--- src/verilog/timer_pkg.sv ---
package timer_pkg;

    // Register indices; byte address is four times the index
    localparam logic [5:0] IDX_RUN_CTRL   = 6'h0e;
    localparam logic [5:0] IDX_T0_CTRL    = 6'h0f;
    localparam logic [5:0] IDX_RELOAD_HI  = 6'h10;
    localparam logic [5:0] IDX_RELOAD_LO  = 6'h11;
    localparam logic [5:0] IDX_COUNT_HI   = 6'h12;
    localparam logic [5:0] IDX_COUNT_LO   = 6'h13;
    localparam logic [5:0] IDX_IRQ_STATUS = 6'h20;
    localparam logic [5:0] IDX_IRQ_MASK   = 6'h21;
    localparam int unsigned IDX_LSB       = 2;
    localparam int unsigned IDX_MSB       = 7;

    // Run-control fields
    localparam int unsigned RUN_LSB       = 4;
    localparam int unsigned EN_LSB        = 0;
    localparam int unsigned TIMERS        = 4;

    // Timer zero control fields
    localparam int unsigned STOP_RX_BIT   = 7;
    localparam int unsigned START_MSB     = 5;
    localparam int unsigned START_LSB     = 4;
    localparam int unsigned AUTO_BIT      = 3;
    localparam int unsigned CLKSEL_MSB    = 1;
    localparam int unsigned CLKSEL_LSB    = 0;
    localparam logic [7:0]  CTRL_RW_MASK  = 8'hbb;

    // Interrupt status and mask fields
    localparam int unsigned UF_IRQ_BIT    = 0;

    // Reset values
    localparam logic [7:0]  CTRL_RESET    = 8'h00;
    localparam logic [7:0]  RELOAD_RESET  = 8'h00;
    localparam logic [15:0] COUNT_RESET   = 16'h0000;

    // Count clock derivation from the bus clock
    localparam int unsigned SYS_PERIOD_PS = 4000;
    localparam int unsigned SYS_CLK_KHZ   = 1000000000 / SYS_PERIOD_PS;
    localparam int unsigned CNT_CLK_KHZ   = 13560;
    localparam int unsigned SLOW_CLK_HZ   = 211875;
    localparam int unsigned SLOW_DIV      = CNT_CLK_KHZ * 1000 / SLOW_CLK_HZ;
    // Sum reaches about 263,500 before the subtract, so 18 bits wrap
    localparam int unsigned ACC_W         = 19;
    localparam int unsigned SLOW_W        = $clog2(SLOW_DIV);

    // AXI responses
    localparam logic [1:0]  RESP_OKAY     = 2'h0;
    localparam logic [1:0]  RESP_SLVERR   = 2'h2;

    typedef enum logic [1:0] {
        START_NONE   = 2'h0,
        START_TX_END = 2'h1,
        START_LFO    = 2'h2,
        START_LFO_UF = 2'h3
    } start_mode_type;

    typedef enum logic [1:0] {
        CLK_SYS     = 2'h0,
        CLK_SLOW    = 2'h1,
        CLK_T2_UF   = 2'h2,
        CLK_T1_UF   = 2'h3
    } clock_select_type;

    typedef enum logic [1:0] {
        T0_STOPPED = 2'h1,
        T0_RUNNING = 2'h2
    } t0_state_type;

endpackage

--- src/verilog/timer_run_control.sv ---
`timescale 1ns/100ps
// Notes on behaviour
// - A write changes run bits 7..4 only where the same write sets enable bits 3..0.
// - Bits 7..4 show timers three..zero running; enabled write starts or stops.
// - Enable bits 3..0 are write-only and act only within their own write.
// - Stop-on-receive stops timer zero once first four received bits arrive.
// - In oscillator trimming modes the stop-on-receive bit is ignored.
// - Start mode 00 means no auto start; 01 starts at end of transmission.
// - Modes 10/11 trim oscillator on positive edges, without/with underflow.
// - With auto-restart set, reaching zero reloads and keeps counting down.
// - With auto-restart clear, reaching zero stops timer and clears running.
// - Every underflow of timer zero sets the timer interrupt flag.
// - Clock select 00 uses 13.56 MHz tick, 01 uses 211.875 kHz tick.
// - Clock select 10 counts timer two underflows, 11 timer one underflows.
// - Each start event loads the counter from the 16-bit reload value.
// - Reload writes leave a running count alone until the next start or auto-restart reload.
// - Low reload byte is readable and writable by software.
module timer_run_control
    import timer_pkg::*;
(
    // Clock and reset
    input  wire logic        aclk,
    input  wire logic        aresetn,
    // AXI4-Lite write address and data
    input  wire logic [7:0]  awaddr,
    input  wire logic        awvalid,
    output logic             awready,
    input  wire logic [31:0] wdata,
    input  wire logic [3:0]  wstrb,
    input  wire logic        wvalid,
    output logic             wready,
    // AXI4-Lite write response
    output logic [1:0]       bresp,
    output logic             bvalid,
    input  wire logic        bready,
    // AXI4-Lite read
    input  wire logic [7:0]  araddr,
    input  wire logic        arvalid,
    output logic             arready,
    output logic [31:0]      rdata,
    output logic [1:0]       rresp,
    output logic             rvalid,
    input  wire logic        rready,
    // Radio and oscillator events, asynchronous pins
    input  wire logic        tx_end,
    input  wire logic        rx_nibble,
    input  wire logic        lfo_clock,
    // Neighbouring timers, same clock
    input  wire logic        timer_one_underflow,
    input  wire logic        timer_two_underflow,
    input  wire logic [3:1]  timer_halt,
    // Run state and events
    output logic             timer_zero_active,
    output logic             timer_one_active,
    output logic             timer_two_active,
    output logic             timer_three_active,
    output logic             timer_zero_underflow,
    output logic             irq
);

    function automatic logic is_mapped(input logic [5:0] idx);
        is_mapped = (idx >= IDX_RUN_CTRL && idx <= IDX_COUNT_LO) ||
                    idx == IDX_IRQ_STATUS || idx == IDX_IRQ_MASK;
    endfunction

    ////////////////////////////////////////////////////////////////////////
    // Pin synchronisers: three stages, a level counts once stages 2 and 3
    // agree, which rejects single-cycle glitches on slow radio lines
    logic [2:0] sync1_r, sync2_r, sync3_r, level_r, level_nxt, rise;

    always_comb
    begin
        for (int i = 0; i < 3; i++)
        begin
            level_nxt[i] = (sync2_r[i] == sync3_r[i]) ? sync3_r[i]
                                                      : level_r[i];
        end
        rise = level_nxt & ~level_r;
    end

    always_ff @(posedge aclk)
    begin
        if (!aresetn)
        begin
            sync1_r <= 3'h0;
            sync2_r <= 3'h0;
            sync3_r <= 3'h0;
            level_r <= 3'h0;
        end
        else
        begin
            sync1_r <= {lfo_clock, rx_nibble, tx_end};
            sync2_r <= sync1_r;
            sync3_r <= sync2_r;
            level_r <= level_nxt;
        end
    end

    logic tx_rise, rx_rise, lfo_rise;
    assign tx_rise  = rise[0];
    assign rx_rise  = rise[1];
    assign lfo_rise = rise[2];

    ////////////////////////////////////////////////////////////////////////
    // Count clock enables: a phase accumulator gives 13.56 MHz on average;
    // single ticks jitter by one bus cycle, the long-run rate is exact
    logic [ACC_W-1:0]  acc_r, acc_nxt, acc_sum;
    logic [SLOW_W-1:0] slow_r, slow_nxt;
    logic              tick_sys_r, tick_sys_nxt, tick_slow_r, tick_slow_nxt;

    always_comb
    begin
        acc_sum       = acc_r + ACC_W'(CNT_CLK_KHZ);
        tick_sys_nxt  = acc_sum >= ACC_W'(SYS_CLK_KHZ);
        acc_nxt       = tick_sys_nxt ? acc_sum - ACC_W'(SYS_CLK_KHZ)
                                     : acc_sum;
        slow_nxt      = tick_sys_r ? slow_r + 1'b1 : slow_r;
        tick_slow_nxt = tick_sys_r && (slow_r == SLOW_W'(SLOW_DIV - 1));
    end

    always_ff @(posedge aclk)
    begin
        if (!aresetn)
        begin
            acc_r       <= '0;
            slow_r      <= '0;
            tick_sys_r  <= 1'b0;
            tick_slow_r <= 1'b0;
        end
        else
        begin
            acc_r       <= acc_nxt;
            slow_r      <= slow_nxt;
            tick_sys_r  <= tick_sys_nxt;
            tick_slow_r <= tick_slow_nxt;
        end
    end

    ////////////////////////////////////////////////////////////////////////
    // AXI4-Lite slave: address and data latch independently, the write
    // is done once both are held; only byte lane 0 carries register data
    logic        aw_hold_r, aw_hold_nxt, w_hold_r, w_hold_nxt;
    logic [5:0]  wr_idx_r, wr_idx_nxt;
    logic [7:0]  wr_data_r, wr_data_nxt;
    logic        wr_lane_r, wr_lane_nxt;
    logic        bvalid_nxt, awready_nxt, wready_nxt, arready_nxt;
    logic        rvalid_nxt;
    logic [1:0]  bresp_nxt, rresp_nxt;
    logic [31:0] rdata_nxt;
    logic [7:0]  read_byte;
    logic [5:0]  rd_idx;
    logic        do_wr;

    assign do_wr  = aw_hold_r && w_hold_r && !bvalid;
    assign rd_idx = araddr[IDX_MSB:IDX_LSB];

    always_comb
    begin
        aw_hold_nxt = aw_hold_r;
        w_hold_nxt  = w_hold_r;
        wr_idx_nxt  = wr_idx_r;
        wr_data_nxt = wr_data_r;
        wr_lane_nxt = wr_lane_r;
        bvalid_nxt  = bvalid;
        bresp_nxt   = bresp;
        if (awvalid && awready)
        begin
            aw_hold_nxt = 1'b1;
            wr_idx_nxt  = awaddr[IDX_MSB:IDX_LSB];
        end
        if (wvalid && wready)
        begin
            w_hold_nxt  = 1'b1;
            wr_data_nxt = wdata[7:0];
            wr_lane_nxt = wstrb[0];
        end
        if (do_wr)
        begin
            aw_hold_nxt = 1'b0;
            w_hold_nxt  = 1'b0;
            bvalid_nxt  = 1'b1;
            bresp_nxt   = is_mapped(wr_idx_r) ? RESP_OKAY : RESP_SLVERR;
        end
        else if (bvalid && bready)
        begin
            bvalid_nxt = 1'b0;
        end
        awready_nxt = !aw_hold_nxt && !bvalid_nxt;
        wready_nxt  = !w_hold_nxt && !bvalid_nxt;
    end

    // Read side: one outstanding read, data captured at address handshake
    always_comb
    begin
        rvalid_nxt  = rvalid;
        rdata_nxt   = rdata;
        rresp_nxt   = rresp;
        arready_nxt = arready;
        if (arvalid && arready)
        begin
            rvalid_nxt  = 1'b1;
            arready_nxt = 1'b0;
            rdata_nxt   = {24'h000000, read_byte};
            rresp_nxt   = is_mapped(rd_idx) ? RESP_OKAY : RESP_SLVERR;
        end
        else if (rvalid && rready)
        begin
            rvalid_nxt  = 1'b0;
            arready_nxt = 1'b1;
        end
    end

    always_ff @(posedge aclk)
    begin
        if (!aresetn)
        begin
            aw_hold_r <= 1'b0;
            w_hold_r  <= 1'b0;
            wr_idx_r  <= 6'h00;
            wr_data_r <= 8'h00;
            wr_lane_r <= 1'b0;
            bvalid    <= 1'b0;
            bresp     <= RESP_OKAY;
            awready   <= 1'b0;
            wready    <= 1'b0;
            arready   <= 1'b0;
            rvalid    <= 1'b0;
            rdata     <= 32'h00000000;
            rresp     <= RESP_OKAY;
        end
        else
        begin
            aw_hold_r <= aw_hold_nxt;
            w_hold_r  <= w_hold_nxt;
            wr_idx_r  <= wr_idx_nxt;
            wr_data_r <= wr_data_nxt;
            wr_lane_r <= wr_lane_nxt;
            bvalid    <= bvalid_nxt;
            bresp     <= bresp_nxt;
            awready   <= awready_nxt;
            wready    <= wready_nxt;
            arready   <= arready_nxt | (!rvalid_nxt && !arready);
            rvalid    <= rvalid_nxt;
            rdata     <= rdata_nxt;
            rresp     <= rresp_nxt;
        end
    end

    ////////////////////////////////////////////////////////////////////////
    // Software-visible configuration registers
    logic [7:0]  ctrl_r, ctrl_nxt, reload_hi_r, reload_hi_nxt;
    logic [7:0]  reload_lo_r, reload_lo_nxt, mask_r, mask_nxt;
    logic [7:0]  status_r, status_nxt;
    logic [3:1]  run_r, run_nxt;
    logic        wr_ok, wr_run;

    assign wr_ok  = do_wr && wr_lane_r;
    assign wr_run = wr_ok && wr_idx_r == IDX_RUN_CTRL;

    always_comb
    begin
        ctrl_nxt      = ctrl_r;
        reload_hi_nxt = reload_hi_r;
        reload_lo_nxt = reload_lo_r;
        mask_nxt      = mask_r;
        if (wr_ok)
        begin
            case (wr_idx_r)
                IDX_T0_CTRL:   ctrl_nxt = wr_data_r & CTRL_RW_MASK;
                IDX_RELOAD_HI: reload_hi_nxt = wr_data_r;
                IDX_RELOAD_LO: reload_lo_nxt = wr_data_r;
                IDX_IRQ_MASK:  mask_nxt = wr_data_r;
                default:       mask_nxt = mask_r;
            endcase
        end
        // Other timers stop themselves; an enabled write still overrides
        run_nxt = run_r & ~timer_halt;
        for (int i = 1; i < TIMERS; i++)
        begin
            if (wr_run && wr_data_r[EN_LSB + i])
            begin
                run_nxt[i] = wr_data_r[RUN_LSB + i];
            end
        end
    end

    ////////////////////////////////////////////////////////////////////////
    // Timer zero: start/stop arbitration, counting and underflow
    t0_state_type     state_r, state_nxt;
    start_mode_type   mode;
    clock_select_type clk_sel;
    logic [15:0]      count_r, count_nxt, reload;
    logic             running, lfo_mode, tick, sw_start, sw_stop;
    logic             hw_start, hw_stop, start_evt, stop_evt, uf_evt;
    logic             uf_r, irq_nxt;

    assign mode     = start_mode_type'(ctrl_r[START_MSB:START_LSB]);
    assign clk_sel  = clock_select_type'(ctrl_r[CLKSEL_MSB:CLKSEL_LSB]);
    assign reload   = {reload_hi_r, reload_lo_r};
    assign running  = state_r == T0_RUNNING;
    assign lfo_mode = ctrl_r[START_MSB];
    assign sw_start = wr_run && wr_data_r[EN_LSB] && wr_data_r[RUN_LSB];
    assign sw_stop  = wr_run && wr_data_r[EN_LSB] && !wr_data_r[RUN_LSB];

    // Hardware events; software writes win when both land together
    always_comb
    begin
        hw_start  = (mode == START_TX_END && tx_rise) ||
                    (lfo_mode && lfo_rise && !running);
        hw_stop   = (!lfo_mode && ctrl_r[STOP_RX_BIT] && rx_rise)
                    || (lfo_mode && lfo_rise && running);
        start_evt = sw_start || (!sw_stop && hw_start);
        stop_evt  = !start_evt && (sw_stop || hw_stop);
        case (clk_sel)
            CLK_SYS:   tick = tick_sys_r;
            CLK_SLOW:  tick = tick_slow_r;
            CLK_T2_UF: tick = timer_two_underflow;
            CLK_T1_UF: tick = timer_one_underflow;
            default:   tick = 1'b0;
        endcase
    end

    // Trim mode 10 parks at zero without underflow until the next edge
    always_comb
    begin
        state_nxt = state_r;
        count_nxt = count_r;
        uf_evt    = 1'b0;
        if (start_evt)
        begin
            state_nxt = T0_RUNNING;
            count_nxt = reload;
        end
        else if (stop_evt)
        begin
            state_nxt = T0_STOPPED;
        end
        else if (running && tick)
        begin
            if (count_r != COUNT_RESET)
            begin
                count_nxt = count_r - 1'b1;
            end
            else if (mode != START_LFO)
            begin
                uf_evt = 1'b1;
                if (ctrl_r[AUTO_BIT])
                begin
                    count_nxt = reload;
                end
                else
                begin
                    state_nxt = T0_STOPPED;
                end
            end
        end
        // Underflow set wins over a write-one-to-clear in the same cycle
        status_nxt = status_r;
        if (wr_ok && wr_idx_r == IDX_IRQ_STATUS)
        begin
            status_nxt = status_r & ~wr_data_r;
        end
        status_nxt[UF_IRQ_BIT] = status_nxt[UF_IRQ_BIT] | uf_evt;
        irq_nxt = |(status_nxt & mask_nxt);
    end

    // Register read mux; counter bytes are only trustworthy outside rx
    always_comb
    begin
        case (rd_idx)
            IDX_RUN_CTRL:   read_byte = {run_r, running, 4'h0};
            IDX_T0_CTRL:    read_byte = ctrl_r;
            IDX_RELOAD_HI:  read_byte = reload_hi_r;
            IDX_RELOAD_LO:  read_byte = reload_lo_r;
            IDX_COUNT_HI:   read_byte = count_r[15:8];
            IDX_COUNT_LO:   read_byte = count_r[7:0];
            IDX_IRQ_STATUS: read_byte = status_r;
            IDX_IRQ_MASK:   read_byte = mask_r;
            default:        read_byte = 8'h00;
        endcase
    end

    always_ff @(posedge aclk)
    begin
        if (!aresetn)
        begin
            ctrl_r      <= CTRL_RESET;
            reload_hi_r <= RELOAD_RESET;
            reload_lo_r <= RELOAD_RESET;
            mask_r      <= 8'h00;
            status_r    <= 8'h00;
            run_r       <= 3'h0;
            state_r     <= T0_STOPPED;
            count_r     <= COUNT_RESET;
            uf_r        <= 1'b0;
            irq         <= 1'b0;
        end
        else
        begin
            ctrl_r      <= ctrl_nxt;
            reload_hi_r <= reload_hi_nxt;
            reload_lo_r <= reload_lo_nxt;
            mask_r      <= mask_nxt;
            status_r    <= status_nxt;
            run_r       <= run_nxt;
            state_r     <= state_nxt;
            count_r     <= count_nxt;
            uf_r        <= uf_evt;
            irq         <= irq_nxt;
        end
    end

    assign timer_zero_active    = state_r[1];
    assign timer_one_active     = run_r[1];
    assign timer_two_active     = run_r[2];
    assign timer_three_active   = run_r[3];
    assign timer_zero_underflow = uf_r;
endmodule

--- config.mk ---
export PLATFORM = sky130hd
export DESIGN_NAME = timer_run_control
export DESIGN_NICKNAME = d
export VERILOG_FILES = /design/src/verilog/timer_pkg.sv /design/src/verilog/timer_run_control.sv
export SDC_FILE = /design/constraint.sdc
export NUM_CORES = 1
export LEC_CHECK = 0
export ABC_AREA = 1
export BUFFER_PORTS_ARGS = -buffer_cell sky130_fd_sc_hd__clkbuf_2
export CAP_MARGIN = 20
export CORE_MARGIN = 5
export CORE_UTILIZATION = 35
export CTS_BUF_LIST = sky130_fd_sc_hd__clkbuf_4
export DETAILED_ROUTE_END_ITERATION = 16
export HOLD_SLACK_MARGIN = 0.12
export PLACE_DENSITY = 0.58
export REMOVE_ABC_BUFFERS = 1
export SLEW_MARGIN = 20
export SYNTH_ARGS = -nofsm -noshare
export SYNTH_HDL_FRONTEND = slang
export SYNTH_SLANG_ARGS = --single-unit
--- constraint.sdc ---
create_clock -name aclk -period 2.15 [get_ports aclk]
set_input_delay 0.215 -clock aclk [delete_from_list [all_inputs] [get_ports aclk]]
set_output_delay 0.215 -clock aclk [all_outputs]
set_load 0.01 [all_outputs]
==> results.txt, run 1 <==
Die width - 146.7 um
Vias in the first global route - 5,746
Tightest Hold Check Type - input pin to register
Synthesized area per cell - 6.874 um^2
Crit path time final - 2.053 ns
CP Max Fanout - 3
H-tree depth - 4
Grt total ovfl - 0
DP Wirelength - 13,500 um
CTS Buf Count - 17
Largest net degree at the start of global routing - 47
VDD IR-drop max - 330.6 uV
Sequential-to-total area share from yosys stat - 0.3950
Maxcap violations - 0
Crit path largest cell delay - 0.34 ns
DRC - 0
Placed Area - 7234 um^2
P_int - 3.388 mW
Number of antenna-violating nets in the routed design - 0
Fin crit share - 0.9550
Number of synthesized register bits - 129
Number of synthesized flops with an enable pin - 0
Total Nets Final - 1,148
Fmax - 0.4870 GHz
Total GRT Usage - 0.1665
Synth Area in Adders - 0.01148
P_leak - 3.522 nW
CTS tree - built
Dominant cell type by area after synthesis - dfxtp_1
Pre-CTS setup slack - -0.01574 ns
DR iter-0 viols - 398
Critical Path RT - 2.59 ns
PD cells - 615.7 nW/um^2
Clk_lat worst skew - 0.55 ns
Startpoint types - register
Global-route wire length before repair - 28,930 um
Finished Core Util - 0.4363
Vias - 6,400
Worst hold slack - 0.1747 ns
Clk pwr share - 0.309
Clock slew at reported path FFs - 0.13 ns
Max transition margin - 0.6084
Full die area - 21,510 um^2
Reg power frac - 0.510
CP Class - register to register
# clock sinks - 129
Area grow syn2layout - 23.58%
Final Hold Viols - 0
Vias per inst - 4.837
WL per Instance - 14.06 um
Initial antenna violation count - 1
Fin area - 8079 um^2
RSZ-0062 raised after global routing - yes
Top FF cell, synth - dfxtp_1
Sw Pwr - 1.586 mW
Mapped Cells - 951
Setup_tns - 0 ns
Core area - 18,520 um^2
I/O Buffers - 56
Syn. warnings - 0
Clock skew - 0.02677 ns
Die Ht - 146.7 um
Final WS setup - 0.09680 ns
Ratio of cells with drive above 1 in the final layout - 0.2040
Crit-path cells - inv_1, nor2_1, nand2_1, nor2_2, nand4_1, inv_1, nand2_2, nand2_4, nand2_4, buf_4, or2_2, o211ai_1, a21oi_1
Initial Util - 0.3530
Crit path capture type - register
Sw frac - 0.3188
Drt pass-1 iters - 7
Final WL - 18,600 um
Std cell rows - 50
Post-Synth Simple-Gate Area - 0.2614
Combinational group share of total power - 0.181
CP arrival - 2.49 ns
Compound-Gate Fraction of Synth Area - 0.1891
Max clock buf depth - 2
Post-Syn Area - 6538 um^2
Slew Limit Fails - 0
Root Buffer Master - clkbuf_4
Worst-Margin Slew - 0.5859 ns
Status - complete, no violations
Yosys top cell area share - 0.3950
Yosys cell types - 43
GP Congestion - 0.8715
Io pins - 114
Worst path slowest cell - dfxtp_2
Top post-synthesis cells by area - dfxtp_1 40%, nand2_1 10%, a21oi_1 7.3%, inv_1 7.2%, nor2_1 5.9%
XOR/XNOR share of the synthesized area - 0.01569
FFs w/ async S/R, synth - 0
Top-count cell post-synth - nand2_1
Largest family of logic cells by synthesized area - simple AND/OR/NAND/NOR gates
Finish-stage setup viols - 0
Post-synthesis mux area share - 0
Commonest cells in the netlist - 179 x nand2_1, 129 x dfxtp_1, 125 x inv_1
## power groups by stage
stage	logic, mW	registers [mW]	clock network, mW
floorplan	0.472	2.58	0
global placement	0.710	2.59	0
detailed placement	0.714	2.59	0
CTS	0.754	2.53	1.59
global route	1.00	2.55	1.70
finish	0.899	2.54	1.54
## path summary, 6_finish.rpt
kind / startpoint / end / slack, ns / cells after the start
max: w_hold_r / count_r[9] / 0.1 / 13
min: aresetn / ctrl_r[7] / 0.17 / 3
max reg2reg: w_hold_r / count_r[9] / 0.1 / 13
min reg2reg: w_hold_r / wready / 0.41 / 1
## critical path: cells and delay by family (launching register included)
family / cells / cell delay, ns
AOI/OAI and AO/OA: 2 / 0.18
and+or+nand+nor: 8 / 1.12
buffers and inverters: 3 / 0.32
DFF: 1 / 0.34
## layout by cell type, fill, tap and decap left out, drive strengths merged, types with 2 or more instances in the layout
cell type and count:
a21oi 97, a22oi 9, buf 50, clkbuf 74
clkinv 8, clkinvlp 6, conb 26, dfxtp 129
dlygate4sd3 24, ha 6, inv 133, nand2 198
nand3 56, nand4 10, nor2 109, nor3 16
nor4 3, o2111ai 2, o211ai 9, o21a 4
o21ai 80, o22ai 12, o31ai 6, or2 3
xnor2 2, xor2 8
## layer usage
metal | track usage | share of wire | vias up
met5 | 0 | 0 | -
met4 | 0.03998 | 0.0091 | 0
met3 | 0.03724 | 0.046 | 19
met2 | 0.2722 | 0.48 | 155
met1 | 0.2240 | 0.47 | 2914
li1 | - | - | 3312
## metrics by stage
stage,power (mW),std cells
global placement,3.296,1257
floorplan,3.048,923
finish,4.974,1323
global route,5.258,1323
detailed placement,3.302,1257
CTS,4.875,1313
## logic make-up after synthesis
family | count (synthesis)
flip-flops | 129
buffers and inverters | 187
adder cells (fa/ha/maj) | 6
XOR/XNOR | 10
AND/OR/NAND/NOR | 394
other | 1
AO/OA/AOI/OAI | 224
## registers in the layout (all words and copies together), names as in the netlist, 2 cells and up
register	flops
sync2_r	3
reload_hi_r	8
sync3_r	3
state_r	2
rdata	8
count_r	16
run_r	3
mask_r	8
reload_lo_r	8
wr_idx_r	6
wr_data_r	8
ctrl_r	6
acc_r	16
sync1_r	3
slow_r	6
status_r	8
level_r	3
## timing repair
item	in CTS	in global routing
hold endpoints to repair	26	0
resized for setup	1	72
endpoints found under the setup margin	14	33
cloned	0	3
buffers inserted	0	6
pin swaps	0	22
hold buffers	24	0
## cell type report
| cell class | count | area, um^2 |
|---|---|---|
| Antenna cell | 1 | 2.502 |
| Clock buffer | 18 | 135.1 |
| Clock inverter | 14 | 117.6 |
| Fill cell | 1963 | 10440 |
| Inverter | 134 | 508.0 |
| Multi-Input combinational cell | 663 | 3516 |
| Sequential cell | 129 | 2586 |
| Tap cell | 234 | 292.8 |
| Timing Repair Buffer | 130 | 920.9 |
Power figures use the tool's default switching activity.
==> run 2, diff against run 1 <==
RECOVER_POWER = 25   (was default)
==> results.txt, run 2 (synthesized netlist as in run 1, its figures left out) <==
DR iter-0 viols - 398
GP Congestion - 0.8715
Die Ht - 146.7 um
Dpl cells - 1,257
Commonest non-fill, non-tap cell in the layout - nand2_1
PD cells - 615.7 nW/um^2
CTS tree - built
Placed Area - 7234 um^2
Final WS setup - 0.09710 ns
Non-Filler Instances - 1,323
Total Nets Final - 1,148
Status - complete, no violations
Full die area - 21,510 um^2
DRC - 0
Max transition margin - 0.6084
Total GRT Usage - 0.1665
VDD IR-drop max - 330.6 uV
Fin crit share - 0.9548
# fillers - 1,963
RSZ-0062 raised after global routing - yes
Drt pass-1 iters - 6
Largest net degree at the start of global routing - 47
H-tree depth - 4
Footprint of the multi-input gates - 3516 um^2
Crit path capture type - register
Pre-CTS setup slack - -0.01574 ns
Number of antenna-violating nets in the routed design - 0
Final Hold Viols - 0
Vias - 6,396
Grt total ovfl - 0
Clock skew - 0.02677 ns
Std cell rows - 50
Worst hold slack - 0.1748 ns
Most frequent cells in the layout - 168 x nand2_1, 126 x dfxtp_1, 119 x inv_1
Biggest regs - acc_r x16, count_r x16
Crit path time final - 2.053 ns
Die width - 146.7 um
CP Max Fanout - 3
Global-route wire length before repair - 28,930 um
Fmax - 0.4871 GHz
Initial Util - 0.3530
WL per Instance - 14.06 um
Clk_lat worst skew - 0.55 ns
Reg2Reg Depth - 13
Max clock buf depth - 2
Clock slew at reported path FFs - 0.13 ns
I/O Buffers - 56
Maxcap violations - 0
CP Class - register to register
Critical Path RT - 2.59 ns
Hold path cells - 3
Vias per inst - 4.834
Area grow syn2layout - 23.58%
P_leak - 3.522 nW
Slew Limit Fails - 0
CP arrival - 2.49 ns
Ratio of cells with drive above 1 in the final layout - 0.2040
Startpoint types - register
Io pins - 114
Vias in the first global route - 5,746
DP Wirelength - 13,500 um
Final WL - 18,600 um
# clock sinks - 129
Register Area - 2586 um^2
Core area - 18,520 um^2
Finish-stage setup viols - 0
Worst-Margin Slew - 0.5859 ns
Root Buffer Master - clkbuf_4
Fin area - 8079 um^2
CTS Buf Count - 17
Tightest Hold Check Type - input pin to register
Initial antenna violation count - 1
run 2: cell counts in the layout (fill, tap and decap cells not counted):
No cell type changed its count.
run 2: power breakdown:
group	leakage (nW)	internal, mW	switching (mW)
logic	2.35	0.344	0.556
registers	1.05	2.47	0.0675
clock network	0.119	0.575	0.963
run 2: cell type report:
type	count	area share
clock inverter	14	0.01456
clock buffer	18	0.01673
sequential	129	0.3201
tap	234	0.03624
multi-input combinational	663	0.4352
antenna	1	0.0003097
timing repair buffer	130	0.1140
inverter	134	0.06288
run 2: metal layers:
layer / vias to the layer above / share of wire / wire length, um / global-route usage
li1: 3311 / - / - / -
met1: 2913 / 0.47 / 8711 / 0.2240
met2: 153 / 0.48 / 8879 / 0.2722
met3: 19 / 0.045 / 837 / 0.03724
met4: 0 / 0.0091 / 170 / 0.03998
met5: - / 0 / 0 / 0
run 2: timing repair:
item | CTS | global route
gates resized for setup | 1 | 72
setup endpoints to repair | 14 | 33
buffers inserted | 0 | 6
cloned | 0 | 3
pin swaps | 0 | 22
hold buffers | 24 | 0
endpoints found under the hold margin | 26 | 0
run 2: metrics by stage:
step / util / power [mW] / TNS (ns)
2_1_floorplan: - / 3.048 / -1.757
3_3_place_gp: 0.3907 / 3.296 / 0
3_5_place_dp: 0.3907 / 3.302 / -0.02880
4_1_cts: 0.4178 / 4.875 / 0
5_1_grt: 0.4363 / 5.258 / -0.1751
6_report: 0.4363 / 4.974 / 0
run 2: worst max-delay path: stages (launching register included):
cell and delay, ns:
dfxtp_2 0.34, inv_1 0.04, nor2_1 0.08, nand2_1 0.08, nor2_2 0.16, nand4_1 0.24
inv_1 0.13, nand2_2 0.09, nand2_4 0.11, nand2_4 0.07, buf_4 0.15, or2_2 0.29
o211ai_1 0.09, a21oi_1 0.09
run 2: final timing paths:
check             startpoint          to  slack, ns
setup / recovery    w_hold_r  count_r[9]        0.1
hold / removal       aresetn   ctrl_r[7]       0.17
setup reg to reg    w_hold_r  count_r[9]        0.1
hold reg to reg     w_hold_r      wready       0.41
